### src/rtl/crf_pkg.sv
// Notes on behaviour
// [RULE1] eight identical 32-bit registers, any width
// [RULE2] upper and lower 16-bit halves addressable
// [RULE3] lower half splits into two bytes
// [RULE4] eighth register doubles as stack pointer
// [RULE5] 24-bit fetch pointer, bit 0 forced zero
// [RULE6] mask bit blocks all but non-maskable
// [RULE7] exception entry forces mask bit high
// [RULE8] bit 6 user bit, optional mask
// [RULE9] byte arithmetic half-carry at bit 3
// [RULE10] word arithmetic half-carry at bit 11
// [RULE11] longword arithmetic half-carry at bit 27
// [RULE12] bit 4 plain user bit
// [RULE13] negative flag takes result sign bit
// [RULE14] zero flag set on zero result
// [RULE15] overflow flag set on arithmetic overflow
// [RULE16] carry from add, borrow, shift, bit ops
// [RULE17] branch tests, flag ops, flags kept
// [RULE18] reset loads vector, mask set, others undefined
// [RULE19] software loads stack pointer first after reset
// [RULE20] normal 64-kbyte and advanced 16-Mbyte modes
// [RULE21] 1-Mbyte modes drop top four address bits
// [RULE22] odd word accesses start at even address
// [RULE23] narrow writes keep other register bits
package crf_pkg;
    // ---------------------------------------------------------------
    // widths and field positions
    // ---------------------------------------------------------------
    localparam int REG_COUNT = 8;
    localparam int REG_WIDTH = 32;
    localparam int PTR_WIDTH = 24;
    localparam int SP_INDEX = 7;
    localparam int FLAG_MASK = 7;
    localparam int FLAG_USER_MASK = 6;
    localparam int FLAG_HALF = 5;
    localparam int FLAG_USER = 4;
    localparam int FLAG_NEG = 3;
    localparam int FLAG_ZERO = 2;
    localparam int FLAG_OVF = 1;
    localparam int FLAG_CARRY = 0;
    localparam int HALF_BYTE_BIT = 3;
    localparam int HALF_WORD_BIT = 11;
    localparam int HALF_LONG_BIT = 27;
    localparam logic [7:0] FLAGS_RESET = 8'h80;
    localparam logic [23:0] ADDR_1M_MASK = 24'h0fffff;
    localparam logic [23:0] ADDR_64K_MASK = 24'h00ffff;

    // ---------------------------------------------------------------
    // access sizes and selectors
    // ---------------------------------------------------------------
    typedef enum logic [1:0] {
        SZ_BYTE = 2'b00,
        SZ_WORD = 2'b01,
        SZ_LONG = 2'b10
    } crf_size_t;

    // view select: bit 3 picks upper half (word) or high byte (byte)
    typedef enum logic [2:0] {
        FOP_NONE = 3'b000,
        FOP_LOAD = 3'b001,
        FOP_AND = 3'b010,
        FOP_OR = 3'b011,
        FOP_XOR = 3'b100,
        FOP_ALU = 3'b101
    } crf_flag_op_t;

    typedef enum logic [1:0] {
        AMODE_NORMAL = 2'b00,
        AMODE_1M = 2'b01,
        AMODE_ADV = 2'b10
    } crf_amode_t;

    typedef enum logic [1:0] {
        CST_RESET = 2'b00,
        CST_RUN = 2'b01
    } crf_state_t;
endpackage : crf_pkg

### src/rtl/crf_core_regs.sv
`timescale 1ns/10ps
module crf_core_regs (
    input wire logic CLOCK, // 100 MHz core clock
    input wire logic RST_N, // async reset, active low
    input wire logic [1:0] AMODE, // address mode select
    input wire logic [23:0] RESET_VECTOR, // fetch address loaded on reset
    input wire logic RD_EN, // register read request
    input wire logic [3:0] RA_SEL, // read a view: {upper/high, index}
    input wire logic [3:0] RB_SEL, // read b view
    input wire logic [1:0] RD_SIZE, // read size
    input wire logic WR_EN, // register write
    input wire logic [3:0] WR_SEL, // write view
    input wire logic [1:0] WR_SIZE, // write size
    input wire logic [31:0] WR_DATA, // write data, right aligned
    input wire logic PTR_LOAD, // load fetch pointer
    input wire logic [23:0] PTR_VALUE, // new fetch pointer
    input wire logic PTR_STEP, // advance fetch pointer one word
    input wire logic [23:0] DATA_ADDR, // effective data address
    input wire logic [1:0] DATA_SIZE, // data access size
    input wire logic [2:0] FLAG_OP, // flag operation
    input wire logic [7:0] FLAG_IMM, // immediate for flag ops
    input wire logic [1:0] ALU_SIZE, // arithmetic size
    input wire logic ALU_SUB, // subtract/compare/negate
    input wire logic ALU_ARITH, // half-carry and overflow apply
    input wire logic [31:0] ALU_A, // arithmetic operand a
    input wire logic [31:0] ALU_B, // arithmetic operand b
    input wire logic ALU_CIN, // extend carry in
    input wire logic ALU_ZKEEP, // extend form keeps zero clear
    input wire logic CARRY_SET, // shift/bit op carry update
    input wire logic CARRY_VAL, // shifted-out or accumulator bit
    input wire logic EXC_START, // exception sequence begins
    input wire logic IRQ_REQ, // maskable interrupt pending
    input wire logic NMI_REQ, // non-maskable interrupt pending
    input wire logic [3:0] BR_COND, // branch condition code
    output logic [31:0] RA_DATA, // read a data
    output logic [31:0] RB_DATA, // read b data
    output logic [31:0] STACK_POINTER, // current stack pointer
    output logic [23:0] FETCH_ADDR, // fetch address, even
    output logic [23:0] BUS_ADDR, // data address after width/mode
    output logic [7:0] CONDITION_FLAGS, // flag register
    output logic IRQ_TAKE, // interrupt accepted
    output logic BR_TAKEN // branch condition true
);
    // ---------------------------------------------------------------
    // state
    // ---------------------------------------------------------------
    crf_pkg::crf_state_t state;
    logic [23:0] next_fetch_pointer;
    logic [7:0] condition_flags;
    logic [31:0] ra_raw, rb_raw, sp_raw;
    logic [3:0] ra_sel_q, rb_sel_q;
    logic [1:0] rd_size_q;

    // ---------------------------------------------------------------
    // write steering into 32-bit entries
    // ---------------------------------------------------------------
    wire wr_long = (WR_SIZE == crf_pkg::SZ_LONG);
    wire wr_word = (WR_SIZE == crf_pkg::SZ_WORD);
    wire wr_up = WR_SEL[3];
    wire [3:0] lane_long = 4'hf; // [RULE1]
    wire [3:0] lane_word = wr_up ? 4'hc : 4'h3; // [RULE2]
    wire [3:0] lane_byte = wr_up ? 4'h2 : 4'h1; // [RULE3]
    wire [3:0] wr_lane = !WR_EN ? 4'h0 : wr_long ? lane_long : wr_word ? lane_word : lane_byte;
    wire [31:0] wr_place = wr_long ? WR_DATA :
                           wr_word ? {WR_DATA[15:0], WR_DATA[15:0]} :
                           {4{WR_DATA[7:0]}};

    crf_regmem #(.DEPTH(8), .WIDTH(32)) u_mem (
        .clk(CLOCK),
        .wr_idx(WR_SEL[2:0]),
        .wr_lane(wr_lane),
        .wr_data(wr_place),
        .ra_idx(RA_SEL[2:0]),
        .rb_idx(RB_SEL[2:0]),
        .ra_data(ra_raw),
        .rb_data(rb_raw),
        .sp_data(sp_raw)
    );

    // ---------------------------------------------------------------
    // read view extraction, applied on the cycle after the request
    // ---------------------------------------------------------------
    function automatic logic [31:0] view(input logic [31:0] r, input logic up, input logic [1:0] sz);
        logic [31:0] v;
        v = r;
        if (sz == crf_pkg::SZ_WORD) begin
            v = {16'h0000, up ? r[31:16] : r[15:0]}; // [RULE2]
        end else if (sz == crf_pkg::SZ_BYTE) begin
            v = {24'h000000, up ? r[15:8] : r[7:0]}; // [RULE3]
        end
        return v;
    endfunction : view

    wire [31:0] ra_view = view(ra_raw, ra_sel_q[3], rd_size_q);
    wire [31:0] rb_view = view(rb_raw, rb_sel_q[3], rd_size_q);

    // ---------------------------------------------------------------
    // arithmetic flag generation
    // ---------------------------------------------------------------
    wire [31:0] b_eff = ALU_SUB ? ~ALU_B : ALU_B;
    wire cin_eff = ALU_SUB ? ~ALU_CIN : ALU_CIN;
    wire [32:0] sum = {1'b0, ALU_A} + {1'b0, b_eff} + {32'h0, cin_eff};
    wire [4:0] lo4 = {1'b0, ALU_A[3:0]} + {1'b0, b_eff[3:0]} + {4'h0, cin_eff};
    wire [12:0] lo12 = {1'b0, ALU_A[11:0]} + {1'b0, b_eff[11:0]} + {12'h0, cin_eff};
    wire [28:0] lo28 = {1'b0, ALU_A[27:0]} + {1'b0, b_eff[27:0]} + {28'h0, cin_eff};
    wire [8:0] lo8 = {1'b0, ALU_A[7:0]} + {1'b0, b_eff[7:0]} + {8'h0, cin_eff};
    wire [16:0] lo16 = {1'b0, ALU_A[15:0]} + {1'b0, b_eff[15:0]} + {16'h0, cin_eff};
    wire s_byte = (ALU_SIZE == crf_pkg::SZ_BYTE);
    wire s_word = (ALU_SIZE == crf_pkg::SZ_WORD);
    // carry out of bit n; a borrow is its inverse on a subtract
    wire c_half = s_byte ? lo4[4] : s_word ? lo12[12] : lo28[28]; // [RULE9] [RULE10] [RULE11]
    wire c_top = s_byte ? lo8[8] : s_word ? lo16[16] : sum[32];
    wire r_msb = s_byte ? sum[7] : s_word ? sum[15] : sum[31];
    wire a_msb = s_byte ? ALU_A[7] : s_word ? ALU_A[15] : ALU_A[31];
    wire b_msb = s_byte ? b_eff[7] : s_word ? b_eff[15] : b_eff[31];
    wire r_zero = s_byte ? (sum[7:0] == 8'h00) : s_word ? (sum[15:0] == 16'h0000) : (sum[31:0] == 32'h0);
    wire f_half = c_half ^ ALU_SUB;
    wire f_carry = c_top ^ ALU_SUB; // [RULE16]
    wire f_ovf = (a_msb == b_msb) && (r_msb != a_msb); // [RULE15]
    wire f_zero = ALU_ZKEEP ? (r_zero & condition_flags[crf_pkg::FLAG_ZERO]) : r_zero; // [RULE14]

    // ---------------------------------------------------------------
    // next flag value; exception entry raises the mask last
    // ---------------------------------------------------------------
    logic [7:0] next_flags;
    always_comb begin
        next_flags = condition_flags;
        case (crf_pkg::crf_flag_op_t'(FLAG_OP))
            crf_pkg::FOP_NONE: next_flags = condition_flags; // [RULE17]
            crf_pkg::FOP_LOAD: next_flags = FLAG_IMM; // [RULE8] [RULE12]
            crf_pkg::FOP_AND: next_flags = condition_flags & FLAG_IMM; // [RULE17]
            crf_pkg::FOP_OR: next_flags = condition_flags | FLAG_IMM;
            crf_pkg::FOP_XOR: next_flags = condition_flags ^ FLAG_IMM;
            crf_pkg::FOP_ALU: begin
                next_flags[crf_pkg::FLAG_NEG] = r_msb; // [RULE13]
                next_flags[crf_pkg::FLAG_ZERO] = f_zero;
                if (ALU_ARITH) begin
                    next_flags[crf_pkg::FLAG_HALF] = f_half; // [RULE9]
                    next_flags[crf_pkg::FLAG_OVF] = f_ovf; // [RULE15]
                    next_flags[crf_pkg::FLAG_CARRY] = f_carry; // [RULE16]
                end else begin
                    next_flags[crf_pkg::FLAG_OVF] = 1'b0;
                end
            end
            default: next_flags = condition_flags;
        endcase
        if (CARRY_SET) begin
            next_flags[crf_pkg::FLAG_CARRY] = CARRY_VAL; // [RULE16]
        end
        if (EXC_START) begin
            next_flags[crf_pkg::FLAG_MASK] = 1'b1; // [RULE7]
        end
    end

    // flags are not written on the vector-load edge, so the output holds too
    wire [7:0] shown_flags = (state == crf_pkg::CST_RUN) ? next_flags : condition_flags;

    // ---------------------------------------------------------------
    // branch conditions on N, Z, V, C
    // ---------------------------------------------------------------
    wire fn = condition_flags[crf_pkg::FLAG_NEG];
    wire fz = condition_flags[crf_pkg::FLAG_ZERO];
    wire fv = condition_flags[crf_pkg::FLAG_OVF];
    wire fc = condition_flags[crf_pkg::FLAG_CARRY];
    logic cond;
    always_comb begin
        case (BR_COND) // [RULE17]
            4'h0: cond = 1'b1;
            4'h1: cond = 1'b0;
            4'h2: cond = !(fc | fz);
            4'h3: cond = fc | fz;
            4'h4: cond = !fc;
            4'h5: cond = fc;
            4'h6: cond = !fz;
            4'h7: cond = fz;
            4'h8: cond = !fv;
            4'h9: cond = fv;
            4'ha: cond = !fn;
            4'hb: cond = fn;
            4'hc: cond = !(fn ^ fv);
            4'hd: cond = fn ^ fv;
            4'he: cond = !(fz | (fn ^ fv));
            4'hf: cond = fz | (fn ^ fv);
            default: cond = 1'b0;
        endcase
    end

    // ---------------------------------------------------------------
    // address forming
    // ---------------------------------------------------------------
    wire [23:0] mode_mask = (AMODE == crf_pkg::AMODE_NORMAL) ? crf_pkg::ADDR_64K_MASK : // [RULE20]
                            (AMODE == crf_pkg::AMODE_1M) ? crf_pkg::ADDR_1M_MASK : 24'hffffff; // [RULE21]
    wire wide_data = (DATA_SIZE != crf_pkg::SZ_BYTE);
    wire [23:0] data_even = {DATA_ADDR[23:1], DATA_ADDR[0] & !wide_data}; // [RULE22]
    wire [23:0] next_bus = data_even & mode_mask;
    wire [23:0] next_fetch = {next_fetch_pointer[23:1], 1'b0} & mode_mask; // [RULE5] [RULE22]
    wire next_irq = NMI_REQ | (IRQ_REQ & !condition_flags[crf_pkg::FLAG_MASK]); // [RULE6]

    // ---------------------------------------------------------------
    // control registers; reset sets only mask, other flags zeroed here
    // ---------------------------------------------------------------
    always_ff @(posedge CLOCK or negedge RST_N) begin
        if (!RST_N) begin
            state <= crf_pkg::CST_RESET;
            next_fetch_pointer <= 24'h000000;
            condition_flags <= crf_pkg::FLAGS_RESET; // [RULE18]
        end else begin
            case (state)
                crf_pkg::CST_RESET: begin
                    next_fetch_pointer <= RESET_VECTOR; // [RULE18]
                    state <= crf_pkg::CST_RUN;
                end
                crf_pkg::CST_RUN: begin
                    condition_flags <= next_flags;
                    if (PTR_LOAD) begin
                        next_fetch_pointer <= PTR_VALUE; // [RULE5]
                    end else if (PTR_STEP) begin
                        next_fetch_pointer <= next_fetch_pointer + 24'h000002;
                    end
                end
                default: state <= crf_pkg::CST_RESET;
            endcase
        end
    end

    // registered outputs and read selects
    always_ff @(posedge CLOCK or negedge RST_N) begin
        if (!RST_N) begin
            ra_sel_q <= 4'h0;
            rb_sel_q <= 4'h0;
            rd_size_q <= 2'h0;
            FETCH_ADDR <= 24'h000000;
            BUS_ADDR <= 24'h000000;
            IRQ_TAKE <= 1'b0;
            BR_TAKEN <= 1'b0;
        end else begin
            if (RD_EN) begin
                ra_sel_q <= RA_SEL;
                rb_sel_q <= RB_SEL;
                rd_size_q <= RD_SIZE;
            end
            FETCH_ADDR <= next_fetch;
            BUS_ADDR <= next_bus;
            IRQ_TAKE <= next_irq;
            BR_TAKEN <= cond;
        end
    end

    // view data registered a second time so outputs come from flops
    always_ff @(posedge CLOCK or negedge RST_N) begin
        if (!RST_N) begin
            RA_DATA <= 32'h0;
            RB_DATA <= 32'h0;
            STACK_POINTER <= 32'h0;
            CONDITION_FLAGS <= crf_pkg::FLAGS_RESET;
        end else begin
            RA_DATA <= ra_view;
            RB_DATA <= rb_view;
            STACK_POINTER <= sp_raw; // [RULE4] [RULE19]
            CONDITION_FLAGS <= shown_flags;
        end
    end
endmodule : crf_core_regs

### src/rtl/crf_regmem.sv
`timescale 1ns/10ps
// eight-entry register store with byte lanes and registered reads
module crf_regmem #(
    parameter int DEPTH = 8,
    parameter int WIDTH = 32
) (
    input wire logic clk, // core clock
    input wire logic [2:0] wr_idx, // write entry
    input wire logic [3:0] wr_lane, // byte lane enables
    input wire logic [WIDTH-1:0] wr_data, // write data, lane aligned
    input wire logic [2:0] ra_idx, // read port a entry
    input wire logic [2:0] rb_idx, // read port b entry
    output logic [WIDTH-1:0] ra_data, // read port a data
    output logic [WIDTH-1:0] rb_data, // read port b data
    output logic [WIDTH-1:0] sp_data // last entry, always visible
);
    logic [WIDTH-1:0] mem [DEPTH];

    // ---------------------------------------------------------------
    // per-entry write, untouched lanes keep their value
    // ---------------------------------------------------------------
    genvar g;
    for (g = 0; g < DEPTH; g++) begin : g_entry
        wire hit = (wr_idx == 3'(g)); // this entry addressed
        always_ff @(posedge clk) begin
            for (int l = 0; l < 4; l++) begin
                if (hit && wr_lane[l]) begin
                    mem[g][l*8 +: 8] <= wr_data[l*8 +: 8]; // [RULE23]
                end
            end
        end
    end

    // registered reads; contents are undefined until written
    always_ff @(posedge clk) begin
        ra_data <= mem[ra_idx];
        rb_data <= mem[rb_idx];
        sp_data <= mem[DEPTH-1];
    end
endmodule : crf_regmem

### config.mk
export PLATFORM = sky130hd
export DESIGN_NAME = crf_core_regs
export DESIGN_NICKNAME = d
export VERILOG_FILES = /design/src/rtl/crf_pkg.sv /design/src/rtl/crf_core_regs.sv /design/src/rtl/crf_regmem.sv
export SDC_FILE = /design/constraint.sdc
export NUM_CORES = 1
export LEC_CHECK = 0
export BUFFER_PORTS_ARGS = -buffer_cell sky130_fd_sc_hd__buf_2
export CAP_MARGIN = 5
export CORE_UTILIZATION = 49
export DETAILED_ROUTE_END_ITERATION = 16
export PLACE_DENSITY = 0.78
export SLEW_MARGIN = 20
export SYNTH_ARGS = -nofsm -noshare
export SYNTH_HDL_FRONTEND = slang
export SYNTH_HIERARCHICAL = 1
export SYNTH_SLANG_ARGS = --single-unit
### constraint.sdc
create_clock -name CLOCK -period 3 [get_ports CLOCK]
set_input_delay 0.6 -clock CLOCK [delete_from_list [all_inputs] [get_ports CLOCK]]
set_output_delay 0.6 -clock CLOCK [all_outputs]
set_load 0.01 [all_outputs]
After elaboration in Yosys (flattened, before gate mapping)
Memory sizes are Yosys's and may differ from the RTL's. A register that Yosys moved wholly into a read port is not among the register bits.
Cells that the tools add are included.

word-level totals
  memory bits (writable) = 256
  flip-flop bits (word level) = 190
  bits of input ports = 220
  bits in latches = 0
  memory bits (read-only) = 0
  logic and storage cells = 286
  memories = 1
  output and inout port bits = 154

cells by class
  muxes and demuxes = 131
  add/subtract/negate cells = 13
  multipliers = 0
  shift operators = 0
  equal/unequal tests = 38
  order comparisons = 0
  bitwise logic cells = 16
  div/mod/pow operators = 0
  reduce and logical (&&, ||, !) cells = 70

memories
  memory     words  width  rd ports  clocked after Yosys merged registers in  write ports  RTL line          text
  u_mem.mem  8      32     3         3                                        1            crf_regmem.sv:17  logic [WIDTH-1:0] mem [DEPTH];

operators by type and width
  operator               count
  $mux 32                14
  $reduce_or 32->1       7
  $mux 24                4
  $mux 1                 83
  $and 24x24->24         2
  $pmux 24 s2            1
  $mux 4                 11
  $add 32x32->33         1
  $add 33x1->33          1
  $logic_and 1x1->1      33
  $eq 4x4->1 const B     8
  $logic_not 32->1       1
  $mux 16                2
  $not 32->32            1
  $add 28x28->29         1
  $add 29x1->29          1
  $add 24x2->24 const B  1
  $mux 3                 7
  $pmux 4 s5             1
  $eq 3x3->1 const B     6
  $add 16x16->17         1
  $add 17x1->17          1
  $eq 4x3->1 const B     4
  $logic_not 16->1       1
  other kinds (41)       75

Depth between registers and ports, before layout
Gate-level depths: netlist of run 1.

  depth in word-level cells = 15
  gate-level depth with buffers = 16
  gate-level depth less buffers = 14

Modules after synthesis
Netlist of run 1, hierarchy kept.

by module, submodules not included
  module         instances  area an instance (um^2)  cells each  sequential area each (um^2)
  crf_regmem     1          13965.9                  627         9609.2
  crf_core_regs  1          10440.0                  1106        4530.6

Least setup slack after synthesis of run 1
OpenSTA, ideal clock, no wires.

  path kind = input-to-reg
  from = input port ALU_SUB
  to = register CONDITION_FLAGS[5]
  data required time = 2.905 ns
  stages on the path = 16
  setup time = 0.095 ns
  slack = -1.156 ns
  path buffers = 2
  arrival time = 4.061 ns
  cells stage by stage = clkbuf_1 > clkbuf_1 > xor2_1 > fa_1 > inv_1 > fa_1 > nor2b_1 > o2111ai_1 > a211oi_1 > nor3_1 > o31ai_1 > a31oi_1 > a21oi_1 > xor2_1 > a21oi_1 > o31ai_1

between the ends
  cells in the longest elaborated chain, start to end = 8
  elaborated cells on any way between the ends = 13
  classes of those cells = 6 x add/sub; 6 x mux; 1 x bitwise

ends and longest elaborated chain
  what                                                     RTL line                                    text
  from (decl)                                              crf_core_regs.sv:23                         input wire logic ALU_SUB,
  $mux 32                                                  crf_core_regs.sv:100                        wire [31:0] b_eff = ALU_SUB ? ~ALU_B : ALU_B;
  $add 28x28->29 / $add 12x12->13 (equally long branches)  crf_core_regs.sv:105, crf_core_regs.sv:104
  $add 29x1->29 / $add 13x1->13 (equally long branches)    crf_core_regs.sv:105, crf_core_regs.sv:104
  $mux 1 (2 in a row)                                      crf_core_regs.sv:111                        wire c_half = s_byte ? lo4[4] : s_word ? lo12[12] : lo28[28];
  $xor 1x1->1 (*)                                          crf_core_regs.sv:117                        wire f_half = c_half ^ ALU_SUB;
  $mux 1 (*)                                               crf_core_regs.sv:137                        if (ALU_ARITH) begin
  $pmux 1 s5 (*)                                           crf_core_regs.sv:128                        case (crf_pkg::crf_flag_op_t'(FLAG_OP))
  to (signal assigned)                                     crf_core_regs.sv:255                        CONDITION_FLAGS <= crf_pkg::FLAGS_RESET;
  to (signal assigned)                                     crf_core_regs.sv:260                        CONDITION_FLAGS <= shown_flags;
  to (decl)                                                crf_core_regs.sv:40                         output logic [7:0] CONDITION_FLAGS,

Mark *: on every way between the ends. The rest lies on a longest branch, timed or not. The select of a mux whose other input is x is not followed.
A chain may end at the register's enable or synchronous reset.

Final worst setup path of run 1
  from = input port ALU_SUB
  to = register CONDITION_FLAGS[1]

between the ends
  cells in the longest elaborated chain, start to end = 9
  elaborated cells on any way between the ends = 13
  classes of those cells = 2 x add/sub; 2 x eq/ne; 8 x mux; 1 x reduce/logical

ends and longest elaborated chain
  what                   RTL line              text
  $mux 32                crf_core_regs.sv:100
  $add 32x32->33         crf_core_regs.sv:102  wire [32:0] sum = {1'b0, ALU_A} + {1'b0, b_eff} + {32'h0, cin_eff};
  $add 33x1->33          crf_core_regs.sv:102
  $mux 1 (2 in a row)    crf_core_regs.sv:113  wire r_msb = s_byte ? sum[7] : s_word ? sum[15] : sum[31];
  $ne 1x1->1             crf_core_regs.sv:119  wire f_ovf = (a_msb == b_msb) && (r_msb != a_msb);
  $logic_and 1x1->1 (*)  crf_core_regs.sv:119
  $mux 1 (*)             crf_core_regs.sv:137
  $pmux 4 s5 (*)         crf_core_regs.sv:128

Mark *: on every way between the ends. The rest lies on a longest branch, timed or not.

==> impl_results.md, run 1 <==
- GP Congestion: 0.929
- CTS H-Tree Depth: 2
- Mapped Cells: approximately 1700
- VDD IR-drop max: 0.413 mV
- Final min period: slightly above 3 ns
- Ys flop type: edfxtp_1
- Setup Viol. Count Final: 1
- Starting DRT DRC Count: about 1700
- CP Data Arrival Time: approximately 3.6 ns
- Reg-to-reg critical path startpoint: CONDITION_FLAGS[2]
- Worst-path fanout max: 7
- Reg-to-reg critical path endpoint: CONDITION_FLAGS[2]
- Seq/Total Area, Yosys: 0.579
- Ys async rst share: 0.340
- Hold path startpoint: DATA_ADDR[14]
- DR WL/cell: ~25 um
- Pwr/cell area: just over 600 mW/mm^2
- Hpwl dp: around 52000 um
- Final hold vios: 0
- Vias: approximately 17000
- Clock tree buffer depth: 3
- Number of remaining DRC errors: 0
- Library cells used by synthesis: 74
- Clock Sink Count: about 530
- Share of cells above drive strength 1: 0.354
- CTS tree: yes
- Grt total ovfl: 0
- Dpl ws: -0.801 ns
- Syn Nets: roughly 2000
- R2r worst-path depth: 10
- Site row count: approximately 80
- Routed wire length: about 72000 um
- Max-cap violations: 0
- Static Leak: between 0.01 and 0.015 uW
- Worst Setup Start Kind: input pin
- Pin count of the biggest net entering global routing: slightly above 70
- Crit. End Element: flip-flop
- Critical path class: input pin to flip-flop
- Clk_lat worst skew: around 0.63 ns
- Ports: ~370
- Initial Util: 0.498
- First-pass GRT wire length: about 110000 um
- Slew HR: 0.322
- Power Total: 18300 uW
- IO buf count: 370
- Number of synthesized flops with an enable pin: 256
- Synth Register Bits: 533
- Die X: 225 um
- Fin crit share: 1.02
- Status: complete, but fails checks
- Max Clk Rate: 328 MHz
- Via count of the first global-routing pass: between 15000 and 20000
- Area Growth Syn to Fin: 23.2%
- Die area: 0.0507 mm^2
- Hold Path Stages: 1
- Final setup TNS: -0.0456 ns
- Total track usage: 0.282
- DRT antenna net count: 0
- Avg Vias per Cell: around 5.8
- Ys Warns: 6
- Worst-margin pin slew: 1.01 ns
- Layout net count: between 2000 and 3000
- Worst Hold Endpoint: BUS_ADDR[14]
- Synth Cell Area: roughly 0.024 mm^2
- RSZ-0062 raised after global routing: true
- Worst Hold Class: input pin to flip-flop
- Clk_skew: between 0.03 and 0.04 ns
- 1st-pass router iterations: 6
- Root Driver: clkbuf_16
- Total core area: ~0.05 mm^2
- Failing checks: negative setup slack
- CP Data Required Time: approximately 3.5 ns
- Worst setup margin: -0.0456 ns
- Mapped Avg Cell Area: around 14 um^2
- CTS Buf Count: 54
- Overall die height: roughly 230 um
- Max Slew Vio Count: 0
- CTS clock-pin slew for the worst setup and hold paths: around 0.07 ns
- FF-to-FF setup slack: approximately 0.45 ns
- Antenna violations before repair: 10
[flip-flops by register name, indices dropped and copies added, names as in the netlist, 2 cells and up]
signal and flops:
RA_DATA 32, u_mem/rb_data 32, CONDITION_FLAGS 8, u_mem/mem 256, rd_size_q 2, u_mem/sp_data 32
BUS_ADDR 24, next_fetch_pointer 23, RB_DATA 32, STACK_POINTER 32, FETCH_ADDR 23, u_mem/ra_data 32
[repair_timing]
action,4_1_cts,5_1_grt
pin swaps,13,24
setup endpoints to repair,5,5
gates cloned,0,1
endpoints found under the hold margin,4,0
resized for setup,9,31
hold buffers,1,0
buffers inserted,1,5
[worst max-delay path: stages]
cell and delay, ns:
buf_12 0.11, buf_12 0.14, buf_12 0.14, xor2_2 0.14, ha_1 0.35, a21oi_2 0.16, o21ai_2 0.08, a221o_1 0.41
o31a_1 0.36, mux2_4 0.33, nand3_2 0.08, o21ai_2 0.06, nor4_2 0.27, a311oi_1 0.08, o31ai_1 0.25
[layout make-up]
class | instances | area, um^2
diodes | 6 | 15.0
clock buffers | 71 | 1510
clock inverters | 31 | 338
fillers | 3688 | 19000
inverters | 58 | 218
multi-input cells | 1049 | 9760
flip-flops and latches | 533 | 14100
well taps | 664 | 831
repair buffers | 533 | 3270
[where the power goes]
group	total, uW	switching, uW	internal, uW
Clock	6880	2960	3920
Combinational	3020	1650	1380
Sequential	8420	318	8100
[cell usage after synthesis (all sizes together), types with 16 or more instances]
cell	count	area, um^2
edfxtp	256	7690
dfrtp	180	4500
mux4	128	3180
nand2	123	462
o21ai	102	514
dfxtp	96	1920
mux2	88	998
nor2	86	323
a21oi	65	325
xor2	62	543
inv	58	218
ha	50	626
mux2i	50	500
and2	48	300
clkbuf	48	180
buf	45	308
nand3	29	150
nor2b	24	150
a211oi	18	135
a22o	16	140
[stage by stage]
stage / utilization / hold WS (ns) / cells / cell area (um^2)
after global routing: 0.613 / 0.0663 / 2944 / 30100
after floorplan: - / 0.304 / 1733 / 24500
after CTS: 0.608 / 0.0604 / 2933 / 29800
after global placement: 0.570 / 0.319 / 2829 / 27900
after detailed placement: 0.570 / 0.320 / 2829 / 27900
final: 0.613 / 0.0876 / 2945 / 30100
[layout by cell type, fill, tap and decap left out, types with 15 or more instances in the layout]
master,n
buf_2,364
edfxtp_1,256
dfrtp_1,180
buf_4,151
nand2_1,123
o21ai_0,96
dfxtp_1,96
mux2_2,86
nor2_1,85
mux4_1,80
a21oi_1,59
xor2_1,56
inv_1,56
clkbuf_16,56
mux2i_1,50
mux4_2,48
and2_1,47
ha_1,47
nand3_1,26
nor2b_1,23
a22o_1,16
a211oi_1,16
nand2b_1,15
xnor2_1,15
[worst max-delay path by stage]
| stage | endpoint | startpoint | slack (ns) | cells after the start |
|---|---|---|---|---|
| after CTS | CONDITION_FLAGS[1] | ALU_SUB | -0.003 | 15 |
| after global routing | CONDITION_FLAGS[2] | ALU_SUB | -0.16 | 14 |
| after detailed placement | CONDITION_FLAGS[2] | ALU_SUB | -0.80 | 15 |
| after global placement | CONDITION_FLAGS[2] | ALU_SUB | -0.74 | 15 |
| final | CONDITION_FLAGS[1] | ALU_SUB | -0.05 | 15 |
| after floorplan | CONDITION_FLAGS[2] | ALU_SUB | -0.48 | 16 |
[logic make-up after synthesis]
logic type / after synthesis / share of synthesized area
other cells: 2 / 0.000308
flops: 533 / 0.579
mux: 266 / 0.192
xor+xnor: 77 / 0.0276
fa+ha+maj: 52 / 0.0273
buf+inv: 151 / 0.0289
compound gates: 282 / 0.0720
simple gates: 370 / 0.0727
[per-layer routing]
layer	track usage	part of all wire	up-vias
met2	0.470	0.48	948
li1	-	-	7506
met1	0.356	0.38	8499
met4	0.124	0.044	4
met5	0	0.00032	-
met3	0.0572	0.092	172
Note: power is estimated with default switching activity, not from simulation.
==> run 2: changes to the inputs <==
Settings changed: CELL_PAD_IN_SITES_DETAIL_PLACEMENT set to 1, CELL_PAD_IN_SITES_GLOBAL_PLACEMENT set to 1, CORE_UTILIZATION 49 to 47, PLACE_DENSITY 0.78 to 0.88.
==> impl_results.md, run 2 (synthesized netlist as in run 1, its figures left out) <==
- DRT antenna net count: 0
- Vias: ~18000
- Site row count: 83
- Most frequent cells in the layout: buf_2, edfxtp_1, dfrtp_1, buf_4, nand2_1
- Slew HR: 0.314
- Clock Power Share: 0.375
- Failing checks: negative setup slack
- Clock Sink Count: ~530
- Max FFs per register: 256
- Pin count of the biggest net entering global routing: about 50
- Layout net count: 2508
- Ports: approximately 370
- 1st-pass router iterations: 5
- Diode count: 0
- Largest register by flop count: u_mem/mem
- Placed insts: 2852
- Final hold vios: 0
- Starting DRT DRC Count: 1457
- DR WL/cell: 28.5 um
- Setup Viol. Count Final: 1
- CTS tree: yes
- Reg-to-reg critical path endpoint: CONDITION_FLAGS[2]
- CP Data Arrival Time: ~3.6 ns
- Final setup TNS: -0.0137 ns
- Switching share of power: 0.276
- CP Cell Sequence: buf_6, xor2_2, fa_2, inv_2, fa_2, nor2b_2, o2111ai_2, buf_4, a21oi_4, nor2b_1, xnor2_1, o31a_1, nor4_2, buf_4, nand4b_1, nor4_2, a31o_1
- Grt total ovfl: 0
- Static Leak: about 0.013 uW
- CTS Buf Count: 55
- Leading cell type in the layout, fill and taps excluded: buf_2
- CP Data Required Time: between 3 and 4 ns
- Sequential Power Share: 0.453
- Total track usage: 0.319
- Clk_skew: between 0.02 and 0.025 ns
- RSZ-0062 raised after global routing: true
- Worst path bufs/invs: 4
- Clock tree buffer depth: 3
- Reg-to-reg critical path startpoint: CONDITION_FLAGS[2]
- Biggest cell delay along the critical path: roughly 0.35 ns
- Antenna violations before repair: 4
- Sequential cell area: between 0.01 and 0.015 mm^2
- Final min period: about 3.0 ns
- Overall die height: roughly 230 um
- Clk_lat worst skew: 0.62 ns
- VDD IR-drop max: approximately 0.47 mV
- Worst Setup Start Kind: input pin
- Critical-path top delay cell: fa_2
- Logic pwr share: 0.172
- Total core area: about 0.05 mm^2
- Worst-margin pin slew: between 1 and 1.5 ns
- Power Internal: between 10000 and 15000 uW
- Multi-input logic area: about 0.01 mm^2
- Worst Hold Endpoint: BUS_ADDR[14]
- Die area: 0.0528 mm^2
- Sw Pwr: about 5100 uW
- Max-cap violations: 0
- Max Clk Rate: around 330 MHz
- Worst Hold Class: input pin to flip-flop
- Avg Vias per Cell: just under 6
- Area Growth Syn to Fin: 23.6%
- CTS clock-pin slew for the worst setup and hold paths: 0.06 ns
- Non-Filler Instances: around 3000
- Initial Util: 0.476
- Worst-path fanout max: 3
- Share of cells above drive strength 1: 0.353
- Critical path class: input pin to flip-flop
- Fin crit share: 1.00
- Via count of the first global-routing pass: 18723
- Filler cells: 5081
- Routed wire length: between 80000 and 90000 um
- CTS H-Tree Depth: 2
- Max Slew Vio Count: 0
- IO buf count: 370
- FF-to-FF setup slack: ~0.37 ns
- Status: complete, but fails checks
- Pwr/cell area: approximately 620 mW/mm^2
- R2r worst-path depth: 11
- Die X: 230 um
- Root Driver: clkbuf_16
- CP delay by family, top: simple AND/OR/NAND/NOR gates
- Hpwl dp: 62400 um
- Worst setup margin: -0.0137 ns
- Hold Path Stages: 1
- GP Congestion: approximately 0.90
- Number of remaining DRC errors: 0
- First-pass GRT wire length: 124000 um
- Crit. End Element: flip-flop
- Hold path startpoint: DATA_ADDR[14]
-- run 2: cell types whose count changed in the layout (fill, tap and decap cells not counted), moves of 3 or more --
cell,change
nor4_2,+3
diode_2,-6
buf_4,+4
clkbuf_1,+10
buf_6,+3
clkbuf_16,+3
clkinvlp_4,-7
-- run 2: power groups by stage --
stage / clock network (uW) / registers [uW] / logic [uW]
floorplan: 0 / 8510 / 1560
global placement: 0 / 8530 / 2900
detailed placement: 0 / 8570 / 3040
CTS: 7050 / 8430 / 3130
global route: 7300 / 8470 / 3410
finish: 6980 / 8440 / 3200
-- run 2: layout make-up --
cell class	count	area share
Multi-Input combinational cell	1049	0.325
Inverter	58	0.00722
Sequential cell	533	0.469
Tap cell	680	0.0282
Clock inverter	18	0.00647
Timing Repair Buffer	539	0.110
Clock buffer	86	0.0550
-- run 2: what timing repair did --
action                                  4_1_cts  5_1_grt
gates resized for setup                      23       21
hold endpoints to repair                     40        0
pin swaps                                    23       11
buffers inserted                              5        1
hold buffers                                  1        0
endpoints found under the setup margin        5        5
-- run 2: worst max-delay path by stage --
stage               cells past startpoint  slack [ns]                 end      from
floorplan                              16       -0.48  CONDITION_FLAGS[2]   ALU_SUB
global placement                       16       -0.69  CONDITION_FLAGS[2]   ALU_SUB
detailed placement                     16       -0.86  CONDITION_FLAGS[1]   ALU_SUB
CTS                                    16       -0.03  CONDITION_FLAGS[2]  ALU_B[0]
global route                           17       -0.17  CONDITION_FLAGS[2]   ALU_SUB
finish                                 17       -0.01  CONDITION_FLAGS[2]   ALU_CIN
-- run 2: stage by stage --
step | utilization | hold WS, ns | area (um^2) | power [uW] | setup slack, ns
finish | 0.588 | 0.0777 | 30200 | 18600 | -0.0137
global route | 0.588 | 0.0522 | 30200 | 19200 | -0.167
CTS | 0.586 | 0.0494 | 30000 | 18600 | -0.0282
detailed placement | 0.546 | 0.321 | 28000 | 11600 | -0.858
global placement | 0.546 | 0.320 | 28000 | 11400 | -0.693
floorplan | - | 0.304 | 24500 | 10100 | -0.482
-- run 2: layer usage --
layer / share of wire / vias up / global-route usage
li1: - / 7501 / -
met1: 0.38 / 9004 / 0.397
met2: 0.51 / 938 / 0.557
met3: 0.073 / 196 / 0.0487
met4: 0.041 / 2 / 0.125
met5: 0.000095 / - / 0
